===== src/design/sadc_map.svh =====
// timing and frame constants for the converter serial port
// What this block does
// - strobe fall puts track/hold into hold
// - strobe fall drives serial output low
// - serial clock steps approximation, bits shift out
// - output level changes only after serial-clock rising edges or a strobe fall; the drive is also released at a strobe rise
// - MSB appears after the 4th rising edge
// - track/hold resumes tracking at 14th rise
// - track/hold tracks immediately after power-up
// - strobe low at 16th fall releases output at the next clock rise or strobe rise
// - frame: three zeros, twelve bits, one zero
// - unipolar straight binary, bipolar two's complement
`ifndef SADC_MAP_SVH
`define SADC_MAP_SVH
`define SADC_BITS        12
`define SADC_PTR_W       4
`define SADC_CNT_W       5
`define SADC_LEAD_ZEROS  5'h03
`define SADC_MSB_EDGE    5'h04
`define SADC_LSB_EDGE    5'h0F
`define SADC_TRACK_EDGE  5'h0E
`define SADC_LAST_EDGE   5'h10
`define SADC_CLK_NS      50
`define SADC_ACQ_NS      125
`define SADC_ACQ_CYC     ((`SADC_ACQ_NS + `SADC_CLK_NS - 1) / `SADC_CLK_NS)
`define SADC_ACQ_W       8
`endif


===== src/design/sadc_pkg.sv =====
// types shared by the converter serial port
package sadc_pkg;
  typedef enum logic [1:0] {
    SADC_IDLE,
    SADC_CONV,
    SADC_DONE
  } sadc_state_type;
endpackage


===== src/design/sadc_sar.sv =====
// successive-approximation register: trial code and bit decisions
`timescale 1ns/1ns
`include "sadc_map.svh"
module sadc_sar (
  input  wire logic                  core_clk,  // system clock
  input  wire logic                  srst,      // sync reset, high
  input  wire logic                  start,     // begin a new approximation
  input  wire logic                  step,      // decide current bit
  input  wire logic                  comp_high, // input above trial level
  output logic [`SADC_BITS-1:0]      dac_code   // trial code to the dac
);
  logic [`SADC_BITS-1:0]  code;
  logic [`SADC_PTR_W-1:0] ptr;
  logic [`SADC_BITS-1:0]  next_code;
  logic [`SADC_PTR_W-1:0] next_ptr;

  always_comb begin
    next_code = code;
    next_ptr  = ptr;
    if (start) begin
      next_code = {1'b1, {(`SADC_BITS-1){1'b0}}};
      next_ptr  = `SADC_PTR_W'(`SADC_BITS - 1);
    end else if (step) begin
      next_code[ptr] = comp_high;
      if (ptr != '0) begin
        next_code[ptr - `SADC_PTR_W'(1)] = 1'b1;
        next_ptr = ptr - `SADC_PTR_W'(1);
      end
    end
  end

  always_ff @(posedge core_clk) begin
    if (srst) begin
      code <= '0;
      ptr  <= '0;
    end else begin
      code <= next_code;
      ptr  <= next_ptr;
    end
  end

  assign dac_code = code;
endmodule


===== src/design/sadc_port.sv =====
// conversion sequencing and serial readout of the 12-bit converter
`timescale 1ns/1ns
`include "sadc_map.svh"
module sadc_port #(
  parameter bit BIPOLAR = 1'b0 // 1: two's complement result
) (
  input  wire logic                 core_clk,             // 20 MHz clock
  input  wire logic                 srst,                 // sync reset, high
  input  wire logic                 serial_clk,           // host serial clock
  input  wire logic                 convert_start_strobe, // host strobe
  input  wire logic                 comp_high,            // comparator out
  output logic                      serial_data_out,      // data to host
  output logic                      serial_data_oe,       // high: drive line
  output logic                      track_hold_hold,      // high: hold mode
  output logic [`SADC_BITS-1:0]     dac_code,             // sar trial code
  output logic                      calibrated,           // first cycle done
  output logic                      acq_short             // last start early
);
  // pin synchronisers; stage one feeds only stage two
  logic [1:0] sclk_sync;
  logic [1:0] strb_sync;
  logic [1:0] comp_sync;
  logic       sclk_prev;
  logic       strb_prev;
  logic [1:0] next_sclk_sync;
  logic [1:0] next_strb_sync;
  logic [1:0] next_comp_sync;

  always_comb begin
    next_sclk_sync = {sclk_sync[0], serial_clk};
    next_strb_sync = {strb_sync[0], convert_start_strobe};
    next_comp_sync = {comp_sync[0], comp_high};
  end

  always_ff @(posedge core_clk) begin
    if (srst) begin
      sclk_sync <= 2'h0;
      strb_sync <= 2'h3;
      comp_sync <= 2'h0;
      sclk_prev <= 1'b0;
      strb_prev <= 1'b1;
    end else begin
      sclk_sync <= next_sclk_sync;
      strb_sync <= next_strb_sync;
      comp_sync <= next_comp_sync;
      sclk_prev <= sclk_sync[1];
      strb_prev <= strb_sync[1];
    end
  end

  logic sclk_rise;
  logic sclk_fall;
  logic strb_fall;
  logic strb_rise;
  logic strb_lvl;
  logic comp_bit;
  assign sclk_rise = sclk_sync[1] & ~sclk_prev;
  assign sclk_fall = ~sclk_sync[1] & sclk_prev;
  assign strb_fall = ~strb_sync[1] & strb_prev;
  assign strb_rise = strb_sync[1] & ~strb_prev;
  assign strb_lvl  = strb_sync[1];
  assign comp_bit  = comp_sync[1];

  // sequencing state
  sadc_pkg::sadc_state_type     state;
  sadc_pkg::sadc_state_type     next_state;
  logic [`SADC_CNT_W-1:0]       count;
  logic [`SADC_CNT_W-1:0]       next_count;
  logic [`SADC_CNT_W-1:0]       edge_num;
  logic                         release_pend;
  logic                         next_release_pend;
  logic                         next_dout;
  logic                         next_oe;
  logic                         next_hold;
  logic                         next_cal;
  logic [`SADC_ACQ_W-1:0]       acq_cnt;
  logic [`SADC_ACQ_W-1:0]       next_acq_cnt;
  logic                         next_acq_short;
  logic                         sar_step;

  assign edge_num = count + `SADC_CNT_W'(1);
  assign sar_step = (state == sadc_pkg::SADC_CONV) && sclk_rise && !strb_fall
                    && edge_num >= `SADC_MSB_EDGE
                    && edge_num <= `SADC_LSB_EDGE;

  always_comb begin
    next_state        = state;
    next_count        = count;
    next_release_pend = release_pend;
    next_dout         = serial_data_out;
    next_oe           = serial_data_oe;
    next_hold         = track_hold_hold;
    next_cal          = calibrated;
    next_acq_short    = acq_short;
    // acquisition time counted while tracking, saturating
    if (track_hold_hold)
      next_acq_cnt = '0;
    else if (acq_cnt != '1)
      next_acq_cnt = acq_cnt + `SADC_ACQ_W'(1);
    else
      next_acq_cnt = acq_cnt;
    if (strb_fall) begin
      // a new start always wins over anything still pending
      next_state        = sadc_pkg::SADC_CONV;
      next_count        = '0;
      next_hold         = 1'b1;
      next_dout         = 1'b0;
      next_oe           = 1'b1;
      next_release_pend = 1'b0;
      next_acq_short    = acq_cnt < `SADC_ACQ_W'(`SADC_ACQ_CYC);
    end else begin
      if (release_pend && (sclk_rise || strb_rise)) begin
        next_oe           = 1'b0;
        next_dout         = 1'b0;
        next_release_pend = 1'b0;
      end
      case (state)
        sadc_pkg::SADC_CONV: begin
          if (sclk_rise) begin
            next_count = edge_num;
            if (edge_num <= `SADC_LEAD_ZEROS)
              next_dout = 1'b0;
            else if (edge_num == `SADC_MSB_EDGE)
              next_dout = comp_bit ^ BIPOLAR;
            else if (edge_num <= `SADC_LSB_EDGE)
              next_dout = comp_bit;
            else begin
              next_dout  = 1'b0;
              next_state = sadc_pkg::SADC_DONE;
              next_cal   = 1'b1;
            end
            if (edge_num == `SADC_TRACK_EDGE)
              next_hold = 1'b0;
          end
        end
        sadc_pkg::SADC_DONE: begin
          if (sclk_fall) begin
            next_state = sadc_pkg::SADC_IDLE;
            if (!strb_lvl)
              next_release_pend = 1'b1;
          end
        end
        default: begin
        end
      endcase
    end
  end

  always_ff @(posedge core_clk) begin
    if (srst) begin
      state           <= sadc_pkg::SADC_IDLE;
      count           <= '0;
      release_pend    <= 1'b0;
      serial_data_out <= 1'b0;
      serial_data_oe  <= 1'b0;
      track_hold_hold <= 1'b0;
      calibrated      <= 1'b0;
      acq_cnt         <= '0;
      acq_short       <= 1'b0;
    end else begin
      state           <= next_state;
      count           <= next_count;
      release_pend    <= next_release_pend;
      serial_data_out <= next_dout;
      serial_data_oe  <= next_oe;
      track_hold_hold <= next_hold;
      calibrated      <= next_cal;
      acq_cnt         <= next_acq_cnt;
      acq_short       <= next_acq_short;
    end
  end

  sadc_sar u_sar (
    .core_clk  (core_clk),
    .srst      (srst),
    .start     (strb_fall),
    .step      (sar_step),
    .comp_high (comp_bit),
    .dac_code  (dac_code)
  );
endmodule


===== config.mk =====
export PLATFORM = sky130hd
export DESIGN_NAME = sadc_port
export DESIGN_NICKNAME = d
export VERILOG_FILES = /design/src/design/sadc_pkg.sv /design/src/design/sadc_sar.sv /design/src/design/sadc_port.sv
export VERILOG_INCLUDE_DIRS = /design/src /design/src/design
export SDC_FILE = /design/constraint.sdc
export NUM_CORES = 1
export LEC_CHECK = 0
export ABC_AREA = 1
export BUFFER_PORTS_ARGS = -buffer_cell sky130_fd_sc_hd__buf_2
export CORE_MARGIN = 5
export CORE_UTILIZATION = 40
export CTS_BUF_LIST = sky130_fd_sc_hd__clkbuf_8
export CTS_CLUSTER_DIAMETER = 30
export DETAILED_ROUTE_END_ITERATION = 10
export REMOVE_ABC_BUFFERS = 1
export SETUP_SLACK_MARGIN = 0.2
export SLEW_MARGIN = 20
export SYNTH_ARGS = -nofsm -noshare
export SYNTH_HDL_FRONTEND = slang
export SYNTH_SLANG_ARGS = --single-unit

===== constraint.sdc =====
create_clock -name core_clk -period 2.5 [get_ports core_clk]
set_input_delay 0.125 -clock core_clk [delete_from_list [all_inputs] [get_ports core_clk]]
set_output_delay 0.125 -clock core_clk [all_outputs]
set_load 0.05 [all_outputs]

==> results of run 1 <==
-- registers in the layout, indices dropped and copies added (netlist names) --
signal           count
calibrated           1
acq_cnt              8
serial_data_out      1
comp_sync            2
count                5
sclk_prev            1
strb_sync            2
sclk_sync            2
track_hold_hold      1
serial_data_oe       1
state                2
acq_short            1
release_pend         1
strb_prev            1
u_sar.ptr            4
u_sar.dac_code      12
-- worst max-delay path, delay by kind of cell (launching register included) --
family	cells	cell delay, ps
compound gates	1	50
simple gates	7	820
buf+inv	2	390
flops	1	460
fa+ha+maj	1	280
-- routing by layer --
metal / part of all wire, % / vias to the layer above / routed length (µm)
met5: 0 / - / 0
met4: 0.69 / 0 / 29
met3: 5.8 / 5 / 246
met2: 46 / 46 / 1961
met1: 47 / 825 / 1981
li1: - / 988 / -
-- cells in the mapped netlist (all sizes together) --
| cell | count |
|---|---|
| a31oi | 4 |
| buf | 4 |
| nand3 | 15 |
| or2 | 3 |
| inv | 37 |
| nor2 | 28 |
| nand4 | 6 |
| xor2 | 2 |
| dfxtp | 45 |
| nor4 | 2 |
| a21oi | 29 |
| a32o | 1 |
| o211ai | 9 |
| clkinv | 1 |
| nand2 | 77 |
| a211oi | 3 |
| ha | 4 |
| clkbuf | 3 |
| nor3 | 4 |
| o21ai | 12 |
-- worst paths after layout --
path	from	endpoint	slack, ps	cells after the start
worst max-delay path	count[1]	u_sar.dac_code[10]	380	11
worst min-delay path	convert_start_strobe	strb_sync[0]	9	2
worst max register to register	count[1]	u_sar.dac_code[10]	380	11
worst min register to register	comp_sync[0]	comp_sync[1]	410	2
-- kinds of logic after synthesis --
kind of cell	Yosys count
xor+xnor	2
fa+ha+maj	4
buf+inv	45
compound gates	58
simple gates	135
flops	45
-- power by group through the flow --
stage / logic [mW] / clock network [mW] / registers [mW]
final: 0.0933 / 0.529 / 0.747
after global routing: 0.108 / 0.575 / 0.750
after CTS: 0.0946 / 0.541 / 0.747
after detailed placement: 0.0939 / 0 / 0.764
after global placement: 0.0936 / 0 / 0.764
after floorplan: 0.0567 / 0 / 0.774
-- repair_timing --
action                                  in CTS  in global routing
endpoints found under the setup margin       0                 11
setup buffers                                0                  3
resized for setup                            0                  1
-- area by class of cell --
type	count	area share [%]
Clock buffer	5	2.869
Clock inverter	2	1.461
Inverter	38	6.103
Multi-Input combinational cell	200	43.04
Sequential cell	45	37.56
Tap cell	70	3.652
Timing Repair Buffer	24	5.321
-- stage by stage --
| stage | instance area (µm²) | total power [mW] |
|---|---|---|
| after floorplan | 2069 | 0.8311 |
| after global placement | 2262 | 0.8577 |
| after detailed placement | 2262 | 0.8583 |
| after CTS | 2366 | 1.383 |
| after global routing | 2399 | 1.433 |
| final | 2399 | 1.370 |
==> impl_metrics.toml, run 1 <==
[power]
powerDensity_nw_per_um2 = 571.2
power.leakage_nw = 1.010
p_seq_share_pct = 54.5
ir_drop_mv = 0.3644
intPower_mw = 1.051
pwr-share-comb_pct = 6.8
p_sw_mw = 0.3188
p_clk_share_pct = 38.6
swShare_pct = 23.27

[cts]
cts_tree = "built"
root_buffer = "clkbuf_8"
numCtsBuffers = 5
hold_buffers = 0
worstSkewPairLatency_ps = 290
cts.clk_slew.worst_paths_ps = 80
numClockSinks = 45
htree_levels = 2
cts_buffer_depth = 2

[detailed_routing]
via_per_inst = 4.854
detail_route.iter0.violations = 140
first_pass_iters = 4
vias = 1864
drc = 0
routedWlPerCell_um = 10.99
drt_wl_total_um = 4219
ant_nets = 0

[global_routing]
grt_usage_pct = 12.20
grtUsageMet3_pct = 4.653
grt_pass1_vias = 1661
met2_usage_pct = 20.04
grt_max_degree = 22
grt-busiest-layer = "met2"
antenna_found_initial = 0
grt_pass1_wl_um = 7155
overflow = 0
grt_util_met1_pct = 14.80

[logic_synthesis]
ys_types = 28
synth_top_family_by_area = "simple AND/OR/NAND/NOR gates"
syn_area_um2 = 2126
synth_top_area_cell = "dfxtp_1"
synth_cells = 289
ys_ff_latch = 45
seq_area_frac_synth_pct = 42.38
synth.avg_cell_area_um2 = 7.356
synth_xor_area_share_pct = 1.177
ys_warn_count = 0
ys_top_cells_by_area = "dfxtp_1 42%, nand2_1 13%, a21oi_1 6.8%"
muxShareOfSynthArea_pct = 0
netlist.area_leader.share_pct = 42.38
synth-adder-area-share_pct = 2.354
synth_compound_area_share_pct = 15.54
synth-simple-area-share_pct = 29.19

[worst_setup_path]
cp_slowest_stage_delay_ps = 460
critPathKind = "reg -> reg"
cpMostUsedCell = "nand2_1"
crit_fanout = 11
cp.required_ps = 2670
cp_slowest_cell = "dfxtp_1"
cp.arrival_ps = 2290
start_kind = "flop"
crit_path_end_kind = "flop"
path_cells = "ha_1 > nand3_1 > nand2_1 > nand2_1 > nand3_2 > nand2_2 > nor2_4 > clkinvlp_4 > buf_4 > nand2_1 > a21oi_1"

[sta]
tns_ps = 0
setup_ws_ps = 379.8
period_needed_ps = 2120
fmax_ghz = 0.4717
clock_skew_ps = 7.162
setup_viol = 0
post-route-period-util_pct = 84.81
rsz0062_at_grt = "false"
finalHoldViolCount = 0
hold_slack_ps = 9.295
slew_viol_final = 0
worst_pin_slew_ps = 501.9
relSlewSlack_pct = 66.50

[cells_and_area]
mostFrequentLayoutCell = "nand2_1"
final_cell_mix = "73 x nand2_1, 45 x dfxtp_1, 34 x inv_1, 29 x a21oi_1, 24 x nor2_1"
num_antenna_cells = 0
final.fill_count = 557
utilization_pct = 46.67
drive_gt1_share_pct = 16.56
final_nets = 323
area_growth_pct = 12.83
regArea_um2 = 900.9
stdcell_count = 384
multiInputGateArea_um2 = 1032

[placement]
io_buffer_count = 21
finalWeightedCongestion = 0.7587
dp_cells = 373
hpwl_um = 2938
dp_slack_ps = 299.7

[floorplanning]
dieWidth_um = 82.90
fp.dieArea_um2 = 6872
core-area_um2 = 5140
pin_count = 22
die_h_um = 82.90
start_util_pct = 41.36
num_rows = 26

[run]
drv_cap = 0

[outcome]
status = "finished clean"

[min_path]
hold_class = "in -> reg"
Note: power is estimated with default switching activity, not from simulation.
==> inputs of run 2 (changes only) <==
Settings changed: ABC_AREA 1 to 0.
Clock period 2.5 ns to 2.2 ns, I/O delays scaled along.
==> impl_metrics.toml, run 2 <==
[floorplanning]
die_h_um = 84.18
core-area_um2 = 5439
pin_count = 22
dieWidth_um = 84.18
num_rows = 27
start_util_pct = 40.46
fp.dieArea_um2 = 7085

[power]
p_sw_mw = 0.3786
ir_drop_mv = 0.3039
p_seq_share_pct = 53.3
p_clk_share_pct = 39.1
swShare_pct = 23.77
powerDensity_nw_per_um2 = 616.3
pwr-share-comb_pct = 7.6
power.leakage_nw = 0.9867
intPower_mw = 1.214

[logic_synthesis]
netlist.area_leader.share_pct = 40.93
synth-edff-count = 0
async_flop_share_pct = 0
ys_warn_count = 0
ys_top_cells_by_area = "dfxtp_1 41%, nor2_1 3.4%, mux2i_1 3.2%"
seq_area_frac_synth_pct = 40.93
synth_top_cells_by_count = "45 x dfxtp_1, 20 x nor2_1, 18 x nand2_1"
synth.avg_cell_area_um2 = 8.803
synth_top_area_cell = "dfxtp_1"
post-synth-top-count-cell = "dfxtp_1"
syn_area_um2 = 2201
ys_types = 50
ys_ff_latch = 45
ys.flop_type = "dfxtp_1"
synth_cells = 250

[worst_setup_path]
rrSetupSlack_ps = 250
crit_fanout = 5
cp.required_ps = 2400
start_kind = "flop"
crit_path_end_kind = "flop"
critPathKind = "reg -> reg"
cp.arrival_ps = 2150

[detailed_routing]
drt_wl_total_um = 4837
detail_route.iter0.violations = 113
ant_nets = 0
first_pass_iters = 4
vias = 1884
drc = 0
routedWlPerCell_um = 13.82
via_per_inst = 5.383

[cells_and_area]
num_antenna_cells = 0
regArea_um2 = 905.9
fin_area_um2 = 2584
final.fill_count = 532
largest_register_ffs = 12
area_growth_pct = 17.40
multiInputGateArea_um2 = 1222
mostFrequentLayoutCell = "dfxtp_1"
final_cell_mix = "43 x dfxtp_1, 21 x buf_2, 20 x nor2_1, 18 x nand2_1, 16 x buf_4"
drive_gt1_share_pct = 23.74
final_nets = 286

[sta]
finalHoldViolCount = 0
fmax_ghz = 0.5135
clock_skew_ps = 5.128
rsz0062_at_grt = "true"
relSlewSlack_pct = 57.15
slew_viol_final = 0
worst_pin_slew_ps = 636.1
post-route-period-util_pct = 88.53
setup_viol = 0
tns_ps = 0
period_needed_ps = 1948

[cts]
numClockSinks = 45
root_buffer = "clkbuf_8"
cts_buffer_depth = 2
cts_tree = "built"
worstSkewPairLatency_ps = 300
htree_levels = 2
numCtsBuffers = 5
cts.clk_slew.worst_paths_ps = 90

[global_routing]
antenna_found_initial = 0
grt_usage_pct = 14.64
grt_pass1_wl_um = 8466
grt_pass1_vias = 1768
grt_max_degree = 22
overflow = 0

[outcome]
status = "finished clean"

[run]
drv_cap = 0

[placement]
io_buffer_count = 21
finalWeightedCongestion = 0.8243
dpl_cell_area_um2 = 2415
hpwl_um = 3495

[min_path]
hold_class = "in -> reg"
==> run 2: cell types whose count changed in the layout (fill, tap and decap cells not counted), moves of 5 or more <==
cell      change
nand2_1      -55
inv_1        -28
a21oi_1      -17
buf_4        +13
nor2b_1       +8
o211ai_1      -8
mux2i_1       +7
a31oi_1       +6
nor3_1        +5
==> run 2: worst paths after layout <==
kind           startpoint           end  depth (start not counted)
max              count[0]  u_sar.ptr[2]                          6
min             comp_high  comp_sync[0]                          2
max reg2reg      count[0]  u_sar.ptr[2]                          6
min reg2reg  strb_sync[0]  strb_sync[1]                          1
==> run 2: kinds of logic after synthesis <==
kind of cell	after synthesis	synth area share, %
simple gates	112	28.08
compound gates	50	15.63
flops	45	40.93
buf+inv	23	5.116
xor+xnor	9	4.776
mux	7	3.184
fa+ha+maj	4	2.274
==> run 2: timing repair <==
item / 4_1_cts / 5_1_grt
gates resized for setup: 4 / 6
hold endpoints to repair: 1 / 0
pin swaps: 1 / 3
hold buffers: 1 / 0
buffers inserted: 1 / 0
endpoints found under the setup margin: 10 / 9
==> run 2: critical path, cell delays in order (launching register included) <==
cell and delay [ps]:
dfxtp_4 390, ha_2 210, and3_4 240, xnor2_4 130, nand3_2 130, or4_1 490
a32o_1 260
==> run 2: stage by stage <==
stage | worst slack, ps | cells | hold slack, ps | util [%] | total power, mW
6_report | 252.4 | 350 | 10.86 | 47.50 | 1.592
5_1_grt | 179.0 | 350 | 18.72 | 47.50 | 1.672
4_1_cts | 189.3 | 350 | 2.923 | 47.14 | 1.614
3_5_place_dp | 52.27 | 340 | 294.9 | 44.40 | 0.9865
3_3_place_gp | 149.5 | 340 | 291.3 | 44.40 | 0.9851
2_1_floorplan | 62.49 | 232 | 179.1 | - | 0.9407
==> run 2: power groups by stage <==
stage,clock [mW],sequential [mW],combinational [mW]
after global routing,0.684,0.852,0.137
final,0.623,0.848,0.121
after floorplan,0,0.883,0.0576
after global placement,0,0.868,0.117
after detailed placement,0,0.868,0.118
after CTS,0.644,0.849,0.121
==> run 2: area by class of cell <==
| cell class | instances | share of cell area [%] |
|---|---|---|
| flip-flops and latches | 45 | 35.06 |
| inverters | 5 | 0.7264 |
| clock inverters | 3 | 1.646 |
| clock buffers | 5 | 2.663 |
| multi-input cells | 182 | 47.31 |
| repair buffers | 38 | 9.104 |
| well taps | 72 | 3.487 |
==> run 2: layer usage <==
layer / part of all wire [%] / up-vias / track usage, %
li1: - / 955 / -
met1: 47 / 894 / 19.19
met2: 48 / 28 / 23.82
met3: 3.6 / 7 / 3.337
met4: 1.6 / 0 / 4.825
met5: 0 / - / 0
==> inputs of run 3 (changes only) <==
Settings changed: CORE_MARGIN 5 to default, CORE_UTILIZATION 40 to 35, CTS_CLUSTER_SIZE from default to 12.
==> impl_metrics.toml, run 3 (synthesis results as in run 2) <==
[worst_setup_path]
critPathLaunch = "count[1]"
r2r-start = "count[1]"
cp-endpoint = "u_sar.ptr[0]"
rrSetupSlack_ps = 290
crit_path_end_kind = "flop"
cp.required_ps = 2440
cp.arrival_ps = 2150
start_kind = "flop"
reg2reg_to = "u_sar.ptr[0]"
critPathKind = "reg -> reg"
crit_fanout = 8
reg2reg_depth = 7

[global_routing]
antenna_found_initial = 0
grt_usage_pct = 15.85
grt_pass1_vias = 1710
grt_pass1_wl_um = 7955
overflow = 0
grt_max_degree = 23

[floorplanning]
fp.dieArea_um2 = 6610
pin_count = 22
die_h_um = 81.30
core-area_um2 = 5991
dieWidth_um = 81.30
num_rows = 28
start_util_pct = 36.74

[cells_and_area]
mostFrequentLayoutCell = "dfxtp_1"
area_growth_pct = 20.35
stdcell_count = 359
final_nets = 292
drive_gt1_share_pct = 25.00
num_antenna_cells = 0
final_cell_mix = "43 x dfxtp_1, 21 x buf_2, 21 x buf_4, 20 x nor2_1, 18 x nand2_1"
largest_register_ffs = 12
final.fill_count = 585

[placement]
dp_cells = 341
hpwl_um = 3381
io_buffer_count = 21
dp_slack_ps = 37.99
finalWeightedCongestion = 0.7816

[min_path]
hold_class = "in -> reg"

[cts]
cts_tree = "built"
cts_buffer_depth = 2
numCtsBuffers = 5
numClockSinks = 45
cts.clk_slew.worst_paths_ps = 90
htree_levels = 2
worstSkewPairLatency_ps = 300
root_buffer = "clkbuf_8"

[sta]
rsz0062_at_grt = "false"
setup_ws_ps = 290.0
setup_viol = 0
relSlewSlack_pct = 58.09
clock_skew_ps = 9.795
slew_viol_final = 0
tns_ps = 0
finalHoldViolCount = 0
post-route-period-util_pct = 86.82
worst_pin_slew_ps = 622.1
fmax_ghz = 0.5236
hold_slack_ps = 8.048
period_needed_ps = 1910

[power]
ir_drop_mv = 0.3708
power_mw = 1.600
power.leakage_nw = 1.018
powerDensity_nw_per_um2 = 603.9

[detailed_routing]
via_per_inst = 5.398
drt_wl_total_um = 4846
routedWlPerCell_um = 13.50
drc = 0
first_pass_iters = 4
ant_nets = 0
detail_route.iter0.violations = 191
vias = 1938

[run]
drv_cap = 0

[outcome]
status = "finished clean"
==> run 3: repair_timing <==
item | in CTS | in global routing
hold buffers | 2 | 0
gates resized for setup | 5 | 7
setup endpoints to repair | 10 | 7
setup buffers | 1 | 7
pin swaps | 1 | 3
endpoints found under the hold margin | 2 | 0
==> run 3: worst min path at each step <==
| stage | from | slack (ps) | endpoint | cells after the start |
|---|---|---|---|---|
| after detailed placement | convert_start_strobe | 290 | strb_sync[0] | 2 |
| final | serial_clk | 8 | sclk_sync[0] | 2 |
| after floorplan | srst | 180 | acq_short | 1 |
| after global placement | convert_start_strobe | 290 | strb_sync[0] | 2 |
| after CTS | serial_clk | 0.6 | sclk_sync[0] | 2 |
| after global routing | serial_clk | 20 | sclk_sync[0] | 2 |
==> run 3: per-stage QoR <==
step,area (µm²),util [%]
after floorplan,2107,-
after global placement,2404,40.12
after detailed placement,2404,40.12
after CTS,2564,42.79
after global routing,2649,44.21
final,2649,44.21
==> run 3: report_power, final <==
group          internal [mW]  switching, mW  leakage [nW]
clock network          0.337          0.291        0.0595
logic                 0.0477         0.0763         0.591
registers              0.831         0.0170         0.367
==> run 3: routing by layer <==
layer	wire [µm]	part of all wire (%)	GRT usage (%)
met2	2228	46	25.42
met4	107	2.2	7.143
met3	233	4.8	3.596
met5	0	0	0
met1	2277	47	20.11
==> run 3: critical path, cell delays in order (launching register included) <==
cell,delay [ps]
dfxtp_4,390
ha_2,200
and3_4,240
xnor2_4,130
nand3_2,120
buf_4,150
or4_1,450
a31oi_1,160
==> run 3: final cells by class <==
class / count / area, µm² / share of cell area, %
Multi-Input combinational cell: 182 / 1234 / 46.58
Inverter: 5 / 18.77 / 0.7085
Clock buffer: 5 / 68.82 / 2.598
Sequential cell: 45 / 908.4 / 34.29
Tap cell: 75 / 93.84 / 3.543
Clock inverter: 3 / 42.54 / 1.606
Timing Repair Buffer: 44 / 282.8 / 10.68
